<file path="config.mk">
export PLATFORM = sky130hd
export DESIGN_NAME = nfc_host
export DESIGN_NICKNAME = d
export VERILOG_FILES = /design/src/logic/nfc_pkg.sv /design/src/logic/nfc_host.sv
export VERILOG_INCLUDE_DIRS = /design/src /design/src/logic
export SDC_FILE = /design/constraint.sdc
export NUM_CORES = 1
export LEC_CHECK = 0
export ABC_CLOCK_PERIOD_IN_PS = 2210
export BUFFER_PORTS_ARGS = -buffer_cell sky130_fd_sc_hd__buf_2
export CAP_MARGIN = 10
export CORE_MARGIN = 2
export CORE_UTILIZATION = 45
export DETAILED_ROUTE_END_ITERATION = 8
export PLACE_DENSITY = 0.75
export SLEW_MARGIN = 25
export SYNTH_ARGS = -nofsm -noshare
export SYNTH_HDL_FRONTEND = slang
export SYNTH_SLANG_ARGS = --single-unit
</file>
<file path="constraint.sdc">
create_clock -name clk -period 2.21 [get_ports clk]
set_input_delay 0.221 -clock clk [delete_from_list [all_inputs] [get_ports clk]]
set_output_delay 0.221 -clock clk [all_outputs]
set_load 0.05 [all_outputs]
</file>
<file path="src/logic/nfc_cfg.svh">
`ifndef NFC_CFG_SVH
`define NFC_CFG_SVH
`define NFC_REG_CTRL 12'h000
`define NFC_REG_CMD 12'h004
`define NFC_REG_ADDR 12'h008
`define NFC_REG_WDATA 12'h00C
`define NFC_REG_RDATA 12'h010
`define NFC_REG_STATUS 12'h014
`define NFC_CTRL_CE_BIT 0
`define NFC_CTRL_WP_BIT 1
`define NFC_CTRL_SE_BIT 2
`define NFC_CTRL_RESET 3'h2
`define NFC_CMD_READ0 8'h00
`define NFC_CMD_READ1 8'h01
`define NFC_CMD_GAPLESS 8'h02
`define NFC_CMD_SPARE 8'h50
`define NFC_CMD_ID 8'h90
`define NFC_CMD_STATUS 8'h70
`define NFC_CMD_INPUT 8'h80
`define NFC_CMD_PROGRAM 8'h10
`define NFC_CMD_ERASE1 8'h60
`define NFC_CMD_ERASE2 8'hD0
`define NFC_CMD_SUSPEND 8'hB0
`define NFC_CMD_RESET 8'hFF
`define NFC_CLK_MHZ 125
`define NFC_STROBE_NS 40
`define NFC_STROBE_CYC ((`NFC_STROBE_NS * `NFC_CLK_MHZ + 999) / 1000)
`define NFC_STROBE_LOAD 4'(`NFC_STROBE_CYC - 1)
`define NFC_BUSY_LIMIT 16'h61A8
`endif

</file>
<file path="src/logic/nfc_pkg.sv">
package nfc_pkg;
    typedef struct packed {
        logic cmdLatch;
        logic addrLatch;
        logic chipSel_n;
        logic writeStrobe_n;
        logic read_strobe_n;
        logic writeProt_n;
        logic spare_access_n;
    } nfc_pins_type;
    typedef enum logic [1:0] {
        OP_CMD,
        OP_ADDR,
        OP_WDATA,
        OP_RDATA
    } nfc_op_type;
endpackage : nfc_pkg

</file>
<file path="src/logic/nfc_host.sv">
`timescale 1ns/100ps
`include "nfc_cfg.svh"
module nfc_host (
    input wire logic clk,
    input wire logic rst,
    input wire logic psel,
    input wire logic penable,
    input wire logic pwrite,
    input wire logic [11:0] paddr,
    input wire logic [31:0] pwdata,
    output logic [31:0] prdata,
    output logic pready,
    output logic pslverr,
    output nfc_pkg::nfc_pins_type pins,
    output logic [7:0] ioOut,
    output logic ioOe,
    input wire logic [7:0] ioIn,
    input wire logic ready_busy_n
);
    import nfc_pkg::*;

    // ****************************************
    // Pin synchronisers
    // ****************************************
    logic [7:0] ioMeta_ff, ioSync_ff;
    logic rbMeta_ff, rbSync_ff;
    // Data bus synchroniser
    always_ff @(posedge clk) begin
        ioMeta_ff <= ioIn;
        ioSync_ff <= ioMeta_ff;
    end

    // Ready line synchroniser
    always_ff @(posedge clk) begin
        rbMeta_ff <= ready_busy_n;
        rbSync_ff <= rbMeta_ff;
    end

    // ****************************************
    // Bus decode
    // ****************************************
    typedef enum logic [2:0] {
        ST_IDLE,
        ST_SETUP,
        ST_LOW,
        ST_HIGH,
        ST_DONE
    } nfc_state_type;

    nfc_state_type state_ff, nxt_state;
    nfc_op_type op_ff;
    logic [2:0] ctrl_ff;
    logic [7:0] rdata_ff;
    logic [3:0] cnt_ff;
    logic busyOp_ff;
    logic pready_ff, pslverr_ff;
    logic [31:0] prdata_ff;
    nfc_pins_type pins_ff;
    logic [7:0] ioOut_ff;
    logic ioOe_ff;
    logic [1:0] lastOp_ff;
    logic [2:0] addrCnt_ff;
    logic [15:0] busyCnt_ff;
    logic overrun_ff;

    function automatic logic reg_hit(input logic [11:0] addr, input logic [11:0] offset);
        reg_hit = addr == offset;
    endfunction : reg_hit

    wire access = psel && penable && !pready_ff;
    wire wrAcc = access && pwrite;
    wire rdAcc = access && !pwrite;
    wire hitCtrl = reg_hit(paddr, `NFC_REG_CTRL);
    wire hitCmd = reg_hit(paddr, `NFC_REG_CMD);
    wire hitAddr = reg_hit(paddr, `NFC_REG_ADDR);
    wire hitWdata = reg_hit(paddr, `NFC_REG_WDATA);
    wire hitRdata = reg_hit(paddr, `NFC_REG_RDATA);
    wire hitStatus = reg_hit(paddr, `NFC_REG_STATUS);
    wire hitAny = hitCtrl | hitCmd | hitAddr | hitWdata | hitRdata | hitStatus;
    // Flash cycles occupy the bus until the strobe pair completes
    wire pinReq = (wrAcc && (hitCmd || hitAddr || hitWdata)) || (rdAcc && hitRdata);
    wire immAck = access && !pinReq && state_ff == ST_IDLE;
    wire pinAck = access && state_ff == ST_DONE;
    wire [31:0] statusWord = {23'h0, overrun_ff, addrCnt_ff, lastOp_ff, busyOp_ff, !rbSync_ff, rbSync_ff};
    wire [31:0] immRead = hitCtrl ? {29'h0, ctrl_ff} : hitStatus ? statusWord : 32'h0;
    wire cntZero = cnt_ff == 4'h0;
    wire startOp = pinReq && state_ff == ST_IDLE;
    wire [1:0] reqOp = hitCmd ? OP_CMD : hitAddr ? OP_ADDR : pwrite ? OP_WDATA : OP_RDATA;

    // ****************************************
    // Strobe sequencer
    // ****************************************
    always_comb begin
        nxt_state = state_ff;
        case (state_ff)
            ST_IDLE: begin
                if (startOp) begin
                    nxt_state = ST_SETUP;
                end
            end
            ST_SETUP: begin
                if (cntZero) begin
                    nxt_state = ST_LOW;
                end
            end
            ST_LOW: begin
                if (cntZero) begin
                    nxt_state = ST_HIGH;
                end
            end
            ST_HIGH: begin
                if (cntZero) begin
                    nxt_state = ST_DONE;
                end
            end
            ST_DONE: begin
                nxt_state = ST_IDLE;
            end
            default: begin
                nxt_state = ST_IDLE;
            end
        endcase
    end

    // Each phase lasts the strobe count from the cycle it is entered
    wire [3:0] nxt_cnt = (nxt_state != state_ff) ? `NFC_STROBE_LOAD : (cntZero ? 4'h0 : cnt_ff - 4'h1);

    always_ff @(posedge clk) begin
        if (rst) begin
            state_ff <= ST_IDLE;
            cnt_ff <= 4'h0;
        end else begin
            state_ff <= nxt_state;
            cnt_ff <= nxt_cnt;
        end
    end

    always_ff @(posedge clk) begin
        if (rst) begin
            op_ff <= OP_CMD;
        end else if (startOp) begin
            op_ff <= nfc_op_type'(reqOp);
        end
    end

    // ****************************************
    // Control register and pins
    // ****************************************
    always_ff @(posedge clk) begin
        if (rst) begin
            ctrl_ff <= `NFC_CTRL_RESET;
        end else if (wrAcc && hitCtrl) begin
            ctrl_ff <= pwdata[2:0];
        end
    end

    wire isCmd = op_ff == OP_CMD;
    wire isAddr = op_ff == OP_ADDR;
    wire isRead = op_ff == OP_RDATA;
    wire active = state_ff != ST_IDLE;
    wire strobeLow = state_ff == ST_LOW;
    wire nxt_cmdLatch = active && isCmd;
    // Held while idle, dropped as any op starts; an address write raises it again one cycle later
    wire nxt_addrLatch = active ? isAddr : (pins_ff.addrLatch && !startOp);
    wire nxt_chipSel_n = !(ctrl_ff[`NFC_CTRL_CE_BIT] || active);
    wire nxt_writeStrobe_n = !(strobeLow && !isRead);
    wire nxt_read_strobe_n = !(strobeLow && isRead);
    wire nxt_writeProt_n = !ctrl_ff[`NFC_CTRL_WP_BIT];
    wire nxt_spare_access_n = !ctrl_ff[`NFC_CTRL_SE_BIT];
    // Bus released in the same cycle as the answer
    wire nxt_ioOe = active && !isRead && state_ff != ST_DONE;

    always_ff @(posedge clk) begin
        if (rst) begin
            pins_ff <= '{cmdLatch: 1'b0, addrLatch: 1'b0, chipSel_n: 1'b1, writeStrobe_n: 1'b1,
                read_strobe_n: 1'b1, writeProt_n: 1'b0, spare_access_n: 1'b1};
            ioOut_ff <= 8'h00;
            ioOe_ff <= 1'b0;
        end else begin
            pins_ff <= '{cmdLatch: nxt_cmdLatch, addrLatch: nxt_addrLatch, chipSel_n: nxt_chipSel_n,
                writeStrobe_n: nxt_writeStrobe_n, read_strobe_n: nxt_read_strobe_n,
                writeProt_n: nxt_writeProt_n, spare_access_n: nxt_spare_access_n};
            if (startOp) begin
                ioOut_ff <= pwdata[7:0];
            end
            ioOe_ff <= nxt_ioOe;
        end
    end

    // ****************************************
    // Read capture and busy tracking
    // ****************************************
    // Last cycle of the high phase: byte has passed the synchroniser
    wire capRead = state_ff == ST_HIGH && cntZero && isRead;

    always_ff @(posedge clk) begin
        if (rst) begin
            rdata_ff <= 8'h00;
        end else if (capRead) begin
            rdata_ff <= ioSync_ff;
        end
    end

    // Record last command family; busy flag follows ready line
    always_ff @(posedge clk) begin
        if (rst) begin
            lastOp_ff <= 2'h0;
            busyOp_ff <= 1'b0;
        end else begin
            if (startOp && hitCmd) begin
                case (pwdata[7:0])
                    `NFC_CMD_PROGRAM: begin
                        lastOp_ff <= 2'h1;
                    end
                    `NFC_CMD_ERASE2: begin
                        lastOp_ff <= 2'h2;
                    end
                    `NFC_CMD_SUSPEND: begin
                        lastOp_ff <= 2'h3;
                    end
                    `NFC_CMD_RESET: begin
                        lastOp_ff <= 2'h0;
                    end
                    default: begin
                        lastOp_ff <= lastOp_ff;
                    end
                endcase
            end
            busyOp_ff <= !rbSync_ff;
        end
    end

    // ****************************************
    // Address byte count
    // ****************************************
    // Lets software confirm how many address bytes followed the last command
    wire cmdStart = startOp && hitCmd;
    wire addrStart = startOp && hitAddr;
    wire addrSat = addrCnt_ff == 3'h7;
    wire [2:0] nxt_addrCnt = cmdStart ? 3'h0 : ((addrStart && !addrSat) ? addrCnt_ff + 3'h1 : addrCnt_ff);

    always_ff @(posedge clk) begin
        if (rst) begin
            addrCnt_ff <= 3'h0;
        end else begin
            addrCnt_ff <= nxt_addrCnt;
        end
    end

    // ****************************************
    // Program time watchdog
    // ****************************************
    // Counts busy cycles after a program commit; sticky until a reset command
    wire progBusy = !rbSync_ff && lastOp_ff == 2'h1;
    wire limitHit = progBusy && busyCnt_ff == `NFC_BUSY_LIMIT;
    wire clrOverrun = cmdStart && pwdata[7:0] == `NFC_CMD_RESET;
    wire [15:0] nxt_busyCnt = !progBusy ? 16'h0000 : (limitHit ? busyCnt_ff : busyCnt_ff + 16'h0001);
    // Overrun set wins over a clear in the same cycle
    wire nxt_overrun = limitHit || (overrun_ff && !clrOverrun);

    always_ff @(posedge clk) begin
        if (rst) begin
            busyCnt_ff <= 16'h0000;
            overrun_ff <= 1'b0;
        end else begin
            busyCnt_ff <= nxt_busyCnt;
            overrun_ff <= nxt_overrun;
        end
    end

    // ****************************************
    // APB answer
    // ****************************************
    always_ff @(posedge clk) begin
        if (rst) begin
            pready_ff <= 1'b0;
            pslverr_ff <= 1'b0;
            prdata_ff <= 32'h0;
        end else begin
            pready_ff <= immAck || pinAck;
            pslverr_ff <= immAck && !hitAny;
            prdata_ff <= pinAck ? {24'h0, rdata_ff} : (immAck ? immRead : 32'h0);
        end
    end

    assign pready = pready_ff;
    assign pslverr = pslverr_ff;
    assign prdata = prdata_ff;
    assign pins = pins_ff;
    assign ioOut = ioOut_ff;
    assign ioOe = ioOe_ff;
endmodule : nfc_host

</file>
==> flow_summary_export.csv, run 1 <==
group,metric,value,unit
clock_network,h-tree-depth,3,
clock_network,numCtsBuffers,9,
die,io_pins,108,
pwr,vdd_drop_max,0.0002927,V
timing,finalHoldViolations,0,
clock_network,cts_buffer_depth,2,
logic_synthesis,synth_seq_area_share,0.5129,
place,place_ws,116.8,ps
clock_network,root_buffer,"clkbuf_8",
timing,worst_pin_slew,509.2,ps
logic_synthesis,synth-async-reset-ratio,0,
min_path,holdCritStartpoint,"pwdata[3]",
drt,via_per_inst,4.895,
worst_setup_path,r2r_slack,300,ps
worst_setup_path,cp-start-kind,"flop",
logic_synthesis,synthXorXnorAreaFrac,0.04590,
clock_network,cts_tree,"done",
logic_synthesis,synthMuxAreaShare,0.01749,
min_path,hold_path_depth,3,
drt,drc_errors,0,
timing,fin_crit_sh,0.8656,
cells_and_area,nets,510,
place,hpwl,4933,um
worst_setup_path,required,2440,ps
drt,ant_nets,0,
logic_synthesis,synth_compound_area_frac,0.08233,
timing,setup_viol,0,
logic_synthesis,post_synth_inst_count,372,
drt,drtIter0Drc,89,
cells_and_area,design_area,4083,um^2
place,place_congestion,0.9131,
worst_setup_path,timing.rr.start,"busyCnt_ff[6]",
cells_and_area,fin_cells,551,
timing,min_period,1913,ps
timing,skew,10.58,ps
place,dp_cells,526,
drt,vias,2697,
worst_setup_path,reg2reg_to,"busyCnt_ff[1]",
timing,rsz0062_at_grt,"no",
worst_setup_path,reg2reg_depth,5,
clock_network,clk_pin_slew,90,ps
die,die_w,91.37,um
cells_and_area,final_common_cell,"dfxtp_1",
flow_run,max_cap_viol_count,0,
logic_synthesis,yosys.area_share.simple,0.2455,
die,start_util,0.4685,
place,placed_cell_area,3777,um^2
run_status,run_status,"completed",
timing,whs,129.8,ps
die,dieArea,8348,um^2
logic_synthesis,synth_edf_count,0,
worst_setup_path,crit_type,"reg -> reg",
logic_synthesis,synth_top_family_by_area,"simple AND/OR/NAND/NOR gates",
grt,grt_usage,0.1655,
cells_and_area,drive_above_1_share,0.2102,
cells_and_area,num_antenna_cells,0,
die,die_h,91.37,um
logic_synthesis,syn_area,3435,um^2
die,core.rowCount,31,
worst_setup_path,cp_max_fo,5,
worst_setup_path,endpoint_kind,"flop",
worst_setup_path,arrival,2140,ps
logic_synthesis,synth_ff_type,"dfxtp_1",
timing,slew_headroom,0.6597,
timing,fmax,522.7,MHz
die,core,7331,um^2
logic_synthesis,synthAdderAreaFrac,0.01821,
pwr,p_leak,1.626,nW
grt,antenna_found_initial,0,
place,portBuffers,60,
cells_and_area,area.growth.synth_to_final,18.87,%
cells_and_area,final_cell_mix,"dfxtp_1 (88), buf_2 (60), nand2_1 (59)",
timing,fin_tns_setup,0,ps
min_path,hold_class,"in -> reg",
logic_synthesis,yosysWarnings,0,
timing,drv_slew,0,
logic_synthesis,synth_area_per_cell,9.233,um^2
clock_network,insertion_delay,350,ps
drt,drt_pass1_iterations,4,
drt,wire_per_inst,12.05,um
logic_synthesis,ys_seq_elements,88,
pwr,powerDensity,755.7,nW/um^2
grt,grt_pass1_wl,11130,um
grt,overflow,0,
grt,grt_pass1_vias,2517,
grt,grt_max_degree,19,
min_path,holdPathEnd,"ioOut[3]",
timing,timing.final.ws_setup,296.9,ps
clock_network,post_cts_buffers,0,
logic_synthesis,ys_types,50,
drt,wl,6638,um
clock_network,clock_sinks,88,
==> critical path: stages, from the launching register on <==
cell	delay, ps
dfxtp_1	330
or4b_2	670
nor3_1	190
nand4_1	300
mux2i_1	240
nor2_1	50
==> cell families after synthesis <==
family / after synthesis
adder cells (fa/ha/maj): 5
AND/OR/NAND/NOR: 168
multiplexers: 6
other: 1
AO/OA/AOI/OAI: 44
buffers and inverters: 42
flip-flops: 88
XOR/XNOR: 18
==> registers in the layout, indices dropped and copies added (netlist names), 2 cells and up <==
name	cells
addrCnt_ff	3
busyCnt_ff	16
cnt_ff	4
ctrl_ff	3
ioMeta_ff	8
ioOut	8
ioSync_ff	8
lastOp_ff	2
op_ff	2
pins	7
prdata	9
rdata_ff	8
state_ff	3
==> worst max-delay path by stage <==
stage,endpoint,cells after the start,startpoint
3_5_place_dp,lastOp_ff[1],6,paddr[9]
6_report,busyCnt_ff[1],5,busyCnt_ff[6]
3_3_place_gp,state_ff[0],7,paddr[9]
4_1_cts,state_ff[0],6,state_ff[1]
2_1_floorplan,addrCnt_ff[1],8,paddr[9]
5_1_grt,busyCnt_ff[0],5,busyCnt_ff[6]
==> stage by stage <==
stage | utilization | power, mW
6_report | 0.5569 | 3.085
5_1_grt | 0.5569 | 3.215
4_1_cts | 0.5562 | 3.108
3_5_place_dp | 0.5153 | 1.957
3_3_place_gp | 0.5153 | 1.946
2_1_floorplan | - | 1.916
==> area by class of cell <==
type                       instances  area (um^2)
fill                             671         3248
sequential                        88         1762
multi-input combinational        264         1498
timing repair buffer              77        462.9
clock buffer                       9        123.9
tap                               99        123.9
clock inverter                     7        86.33
inverter                           7        26.28
==> synthesized netlist by cell type, types with 2 or more instances <==
cell type	count	share of area
mux2i_1	6	0.017
nand2_1	59	0.064
and4_1	2	0.0051
xor2_1	12	0.031
a211oi_1	3	0.0066
or3_1	3	0.0055
inv_1	6	0.0066
nor4_1	5	0.0091
clkbuf_1	9	0.0098
o21ai_0	4	0.0058
xnor2_1	6	0.015
a21oi_1	20	0.029
nand3_1	13	0.019
dfxtp_1	88	0.51
nor2b_1	2	0.0036
nor2_1	37	0.040
nand3b_1	3	0.0066
a22o_1	6	0.015
nand4_1	8	0.015
and2_1	3	0.0055
buf_6	2	0.0066
nand2b_1	2	0.0036
nor3_1	12	0.017
ha_1	5	0.018
nor3_2	2	0.0058
a22oi_1	2	0.0044
nor4b_1	2	0.0051
and3_1	5	0.0091
buf_4	24	0.052
==> repair_timing <==
item	in CTS	in global routing
gates resized for setup	0	1
hold buffers	9	0
endpoints found under the hold margin	9	0
setup endpoints to repair	0	1
==> power breakdown <==
part / internal (mW) / total [mW] / switching, mW / leakage [nW]
clock network: 0.548 / 1.15 / 0.603 / 0.104
registers: 1.63 / 1.65 / 0.0216 / 0.717
logic: 0.0891 / 0.288 / 0.198 / 0.805
==> per-layer routing <==
metal  vias up  routed length, um  global-route usage
met2        55               3260              0.2747
met3        10                311             0.05145
met4         0                112             0.06061
met1      1259               2954              0.2017
li1       1373                  -                   -
met5         -                  0                   0
Note: power is estimated with default switching activity, not from simulation.
==> run 2: changes to the inputs <==
- PLACE_DENSITY: 0.75 -> 0.72
==> flow_summary_export.csv, run 2 (synthesized netlist as in run 1, its figures left out) <==
group,metric,value,unit
run_status,run_status,"completed",
cells_and_area,regArea,1762,um^2
die,die_w,91.37,um
pwr,powerDensity,798.9,nW/um^2
drt,wire_per_inst,12.38,um
cells_and_area,final_cell_mix,"dfxtp_1 (88), buf_2 (60), nand2_1 (59)",
cells_and_area,multi_input_area,1493,um^2
place,placed_cell_area,3772,um^2
die,die_h,91.37,um
clock_network,insertion_delay,360,ps
cells_and_area,num_antenna_cells,0,
pwr,finalPower,3.285,mW
place,place_congestion,0.8539,
worst_setup_path,r2r_slack,280,ps
timing,fin_crit_sh,0.8722,
grt,antenna_found_initial,0,
pwr,power_frac_comb,0.088,
cells_and_area,largest_register,"busyCnt_ff",
min_path,hold_path_depth,3,
grt,grt_pass1_wl,11370,um
cells_and_area,design_area,4111,um^2
timing,fin_tns_setup,0,ps
grt,overflow,0,
cells_and_area,fin_cells,552,
drt,drtIter0Drc,93,
worst_setup_path,timing.rr.start,"busyCnt_ff[6]",
pwr,p_leak,1.647,nW
min_path,holdCritStartpoint,"pwdata[3]",
worst_setup_path,startpoint,"busyCnt_ff[6]",
worst_setup_path,crit_type,"reg -> reg",
drt,drc_errors,0,
worst_setup_path,cp_max_fo,5,
grt,grt_pass1_vias,2492,
pwr,pwr-share-seq,0.501,
min_path,holdPathEnd,"ioOut[3]",
drt,vias,2698,
drt,drt_pass1_iterations,4,
cells_and_area,area.growth.synth_to_final,19.71,%
clock_network,h-tree-depth,3,
clock_network,clock_sinks,88,
place,portBuffers,60,
timing,finalHoldViolations,0,
die,io_pins,108,
clock_network,cts_buffer_depth,2,
pwr,p_sw_frac,0.2451,
worst_setup_path,arrival,2160,ps
timing,rsz0062_at_grt,"no",
die,dieArea,8348,um^2
die,core.rowCount,31,
worst_setup_path,reg2reg_to,"busyCnt_ff[0]",
cells_and_area,final_common_cell,"dfxtp_1",
grt,grt_usage,0.1715,
timing,worst_pin_slew,533.0,ps
flow_run,max_cap_viol_count,0,
pwr,power.share.clock,0.411,
drt,via_per_inst,4.888,
timing,drv_slew,0,
worst_setup_path,required,2440,ps
worst_setup_path,cp-start-kind,"flop",
pwr,p_int,2.480,mW
worst_setup_path,reg2reg_depth,5,
clock_network,cts_tree,"done",
timing,slew_headroom,0.6438,
die,start_util,0.4685,
timing,skew,6.699,ps
cells_and_area,drive_above_1_share,0.2097,
cells_and_area,nets,511,
cells_and_area,largest_register_ffs,16,
place,hpwl,5021,um
drt,wl,6835,um
timing,min_period,1928,ps
timing,setup_viol,0,
clock_network,numCtsBuffers,9,
timing,fmax,518.8,MHz
grt,grt_max_degree,19,
pwr,vdd_drop_max,0.0004498,V
place,dp_cells,527,
clock_network,clk_pin_slew,80,ps
pwr,switchingPower,0.8049,mW
die,core,7331,um^2
clock_network,root_buffer,"clkbuf_8",
cells_and_area,fillCellCount,651,
drt,ant_nets,0,
min_path,hold_class,"in -> reg",
worst_setup_path,endpoint_kind,"flop",
run 2: how the worst max path moves through the flow:
| stage | endpoint | cells after the start | slack, ps |
|---|---|---|---|
| floorplan | addrCnt_ff[1] | 8 | 420 |
| global placement | state_ff[0] | 7 | 160 |
| detailed placement | state_ff[0] | 7 | 100 |
| CTS | busyCnt_ff[0] | 5 | 280 |
| global route | busyCnt_ff[0] | 5 | 170 |
| finish | busyCnt_ff[0] | 5 | 280 |
run 2: through the flow:
stage	util	worst slack (ps)	hold WS, ps
2_1_floorplan	-	423.8	248.7
3_3_place_gp	0.5146	160.1	315.5
3_5_place_dp	0.5146	102.3	315.0
4_1_cts	0.5608	283.4	108.7
5_1_grt	0.5608	168.9	119.5
6_report	0.5608	282.5	122.4
run 2: power groups by stage:
stage	logic (mW)	registers [mW]	clock network, mW
3_5_place_dp	0.273	1.68	0
5_1_grt	0.311	1.65	1.45
4_1_cts	0.286	1.65	1.38
3_3_place_gp	0.264	1.68	0
6_report	0.288	1.65	1.35
2_1_floorplan	0.231	1.68	0
run 2: timing repair:
item	in CTS	in global routing
endpoints found under the hold margin	9	0
resized for setup	0	0
hold buffers	9	0
setup buffers	0	0
run 2: metal layers:
layer  share of wire  up-vias  track usage
met5               0        -            0
met4           0.015        0      0.06061
met3           0.050       11      0.05892
met2            0.48       61       0.2747
met1            0.45     1250       0.2149
li1                -     1376            -
run 2: worst max-delay path, cell delays in order (launching register included):
cell	delay, ps
dfxtp_1	330
or4b_2	670
nor3_1	200
nand4_1	300
xnor2_1	240
nor2_1	50
run 2: area by class of cell:
class / instances / area share
clock buffers: 9 / 0.03013
clock inverters: 7 / 0.03043
inverters: 7 / 0.006391
multi-input cells: 264 / 0.3631
flip-flops and latches: 88 / 0.4285
well taps: 99 / 0.03013
repair buffers: 78 / 0.1114
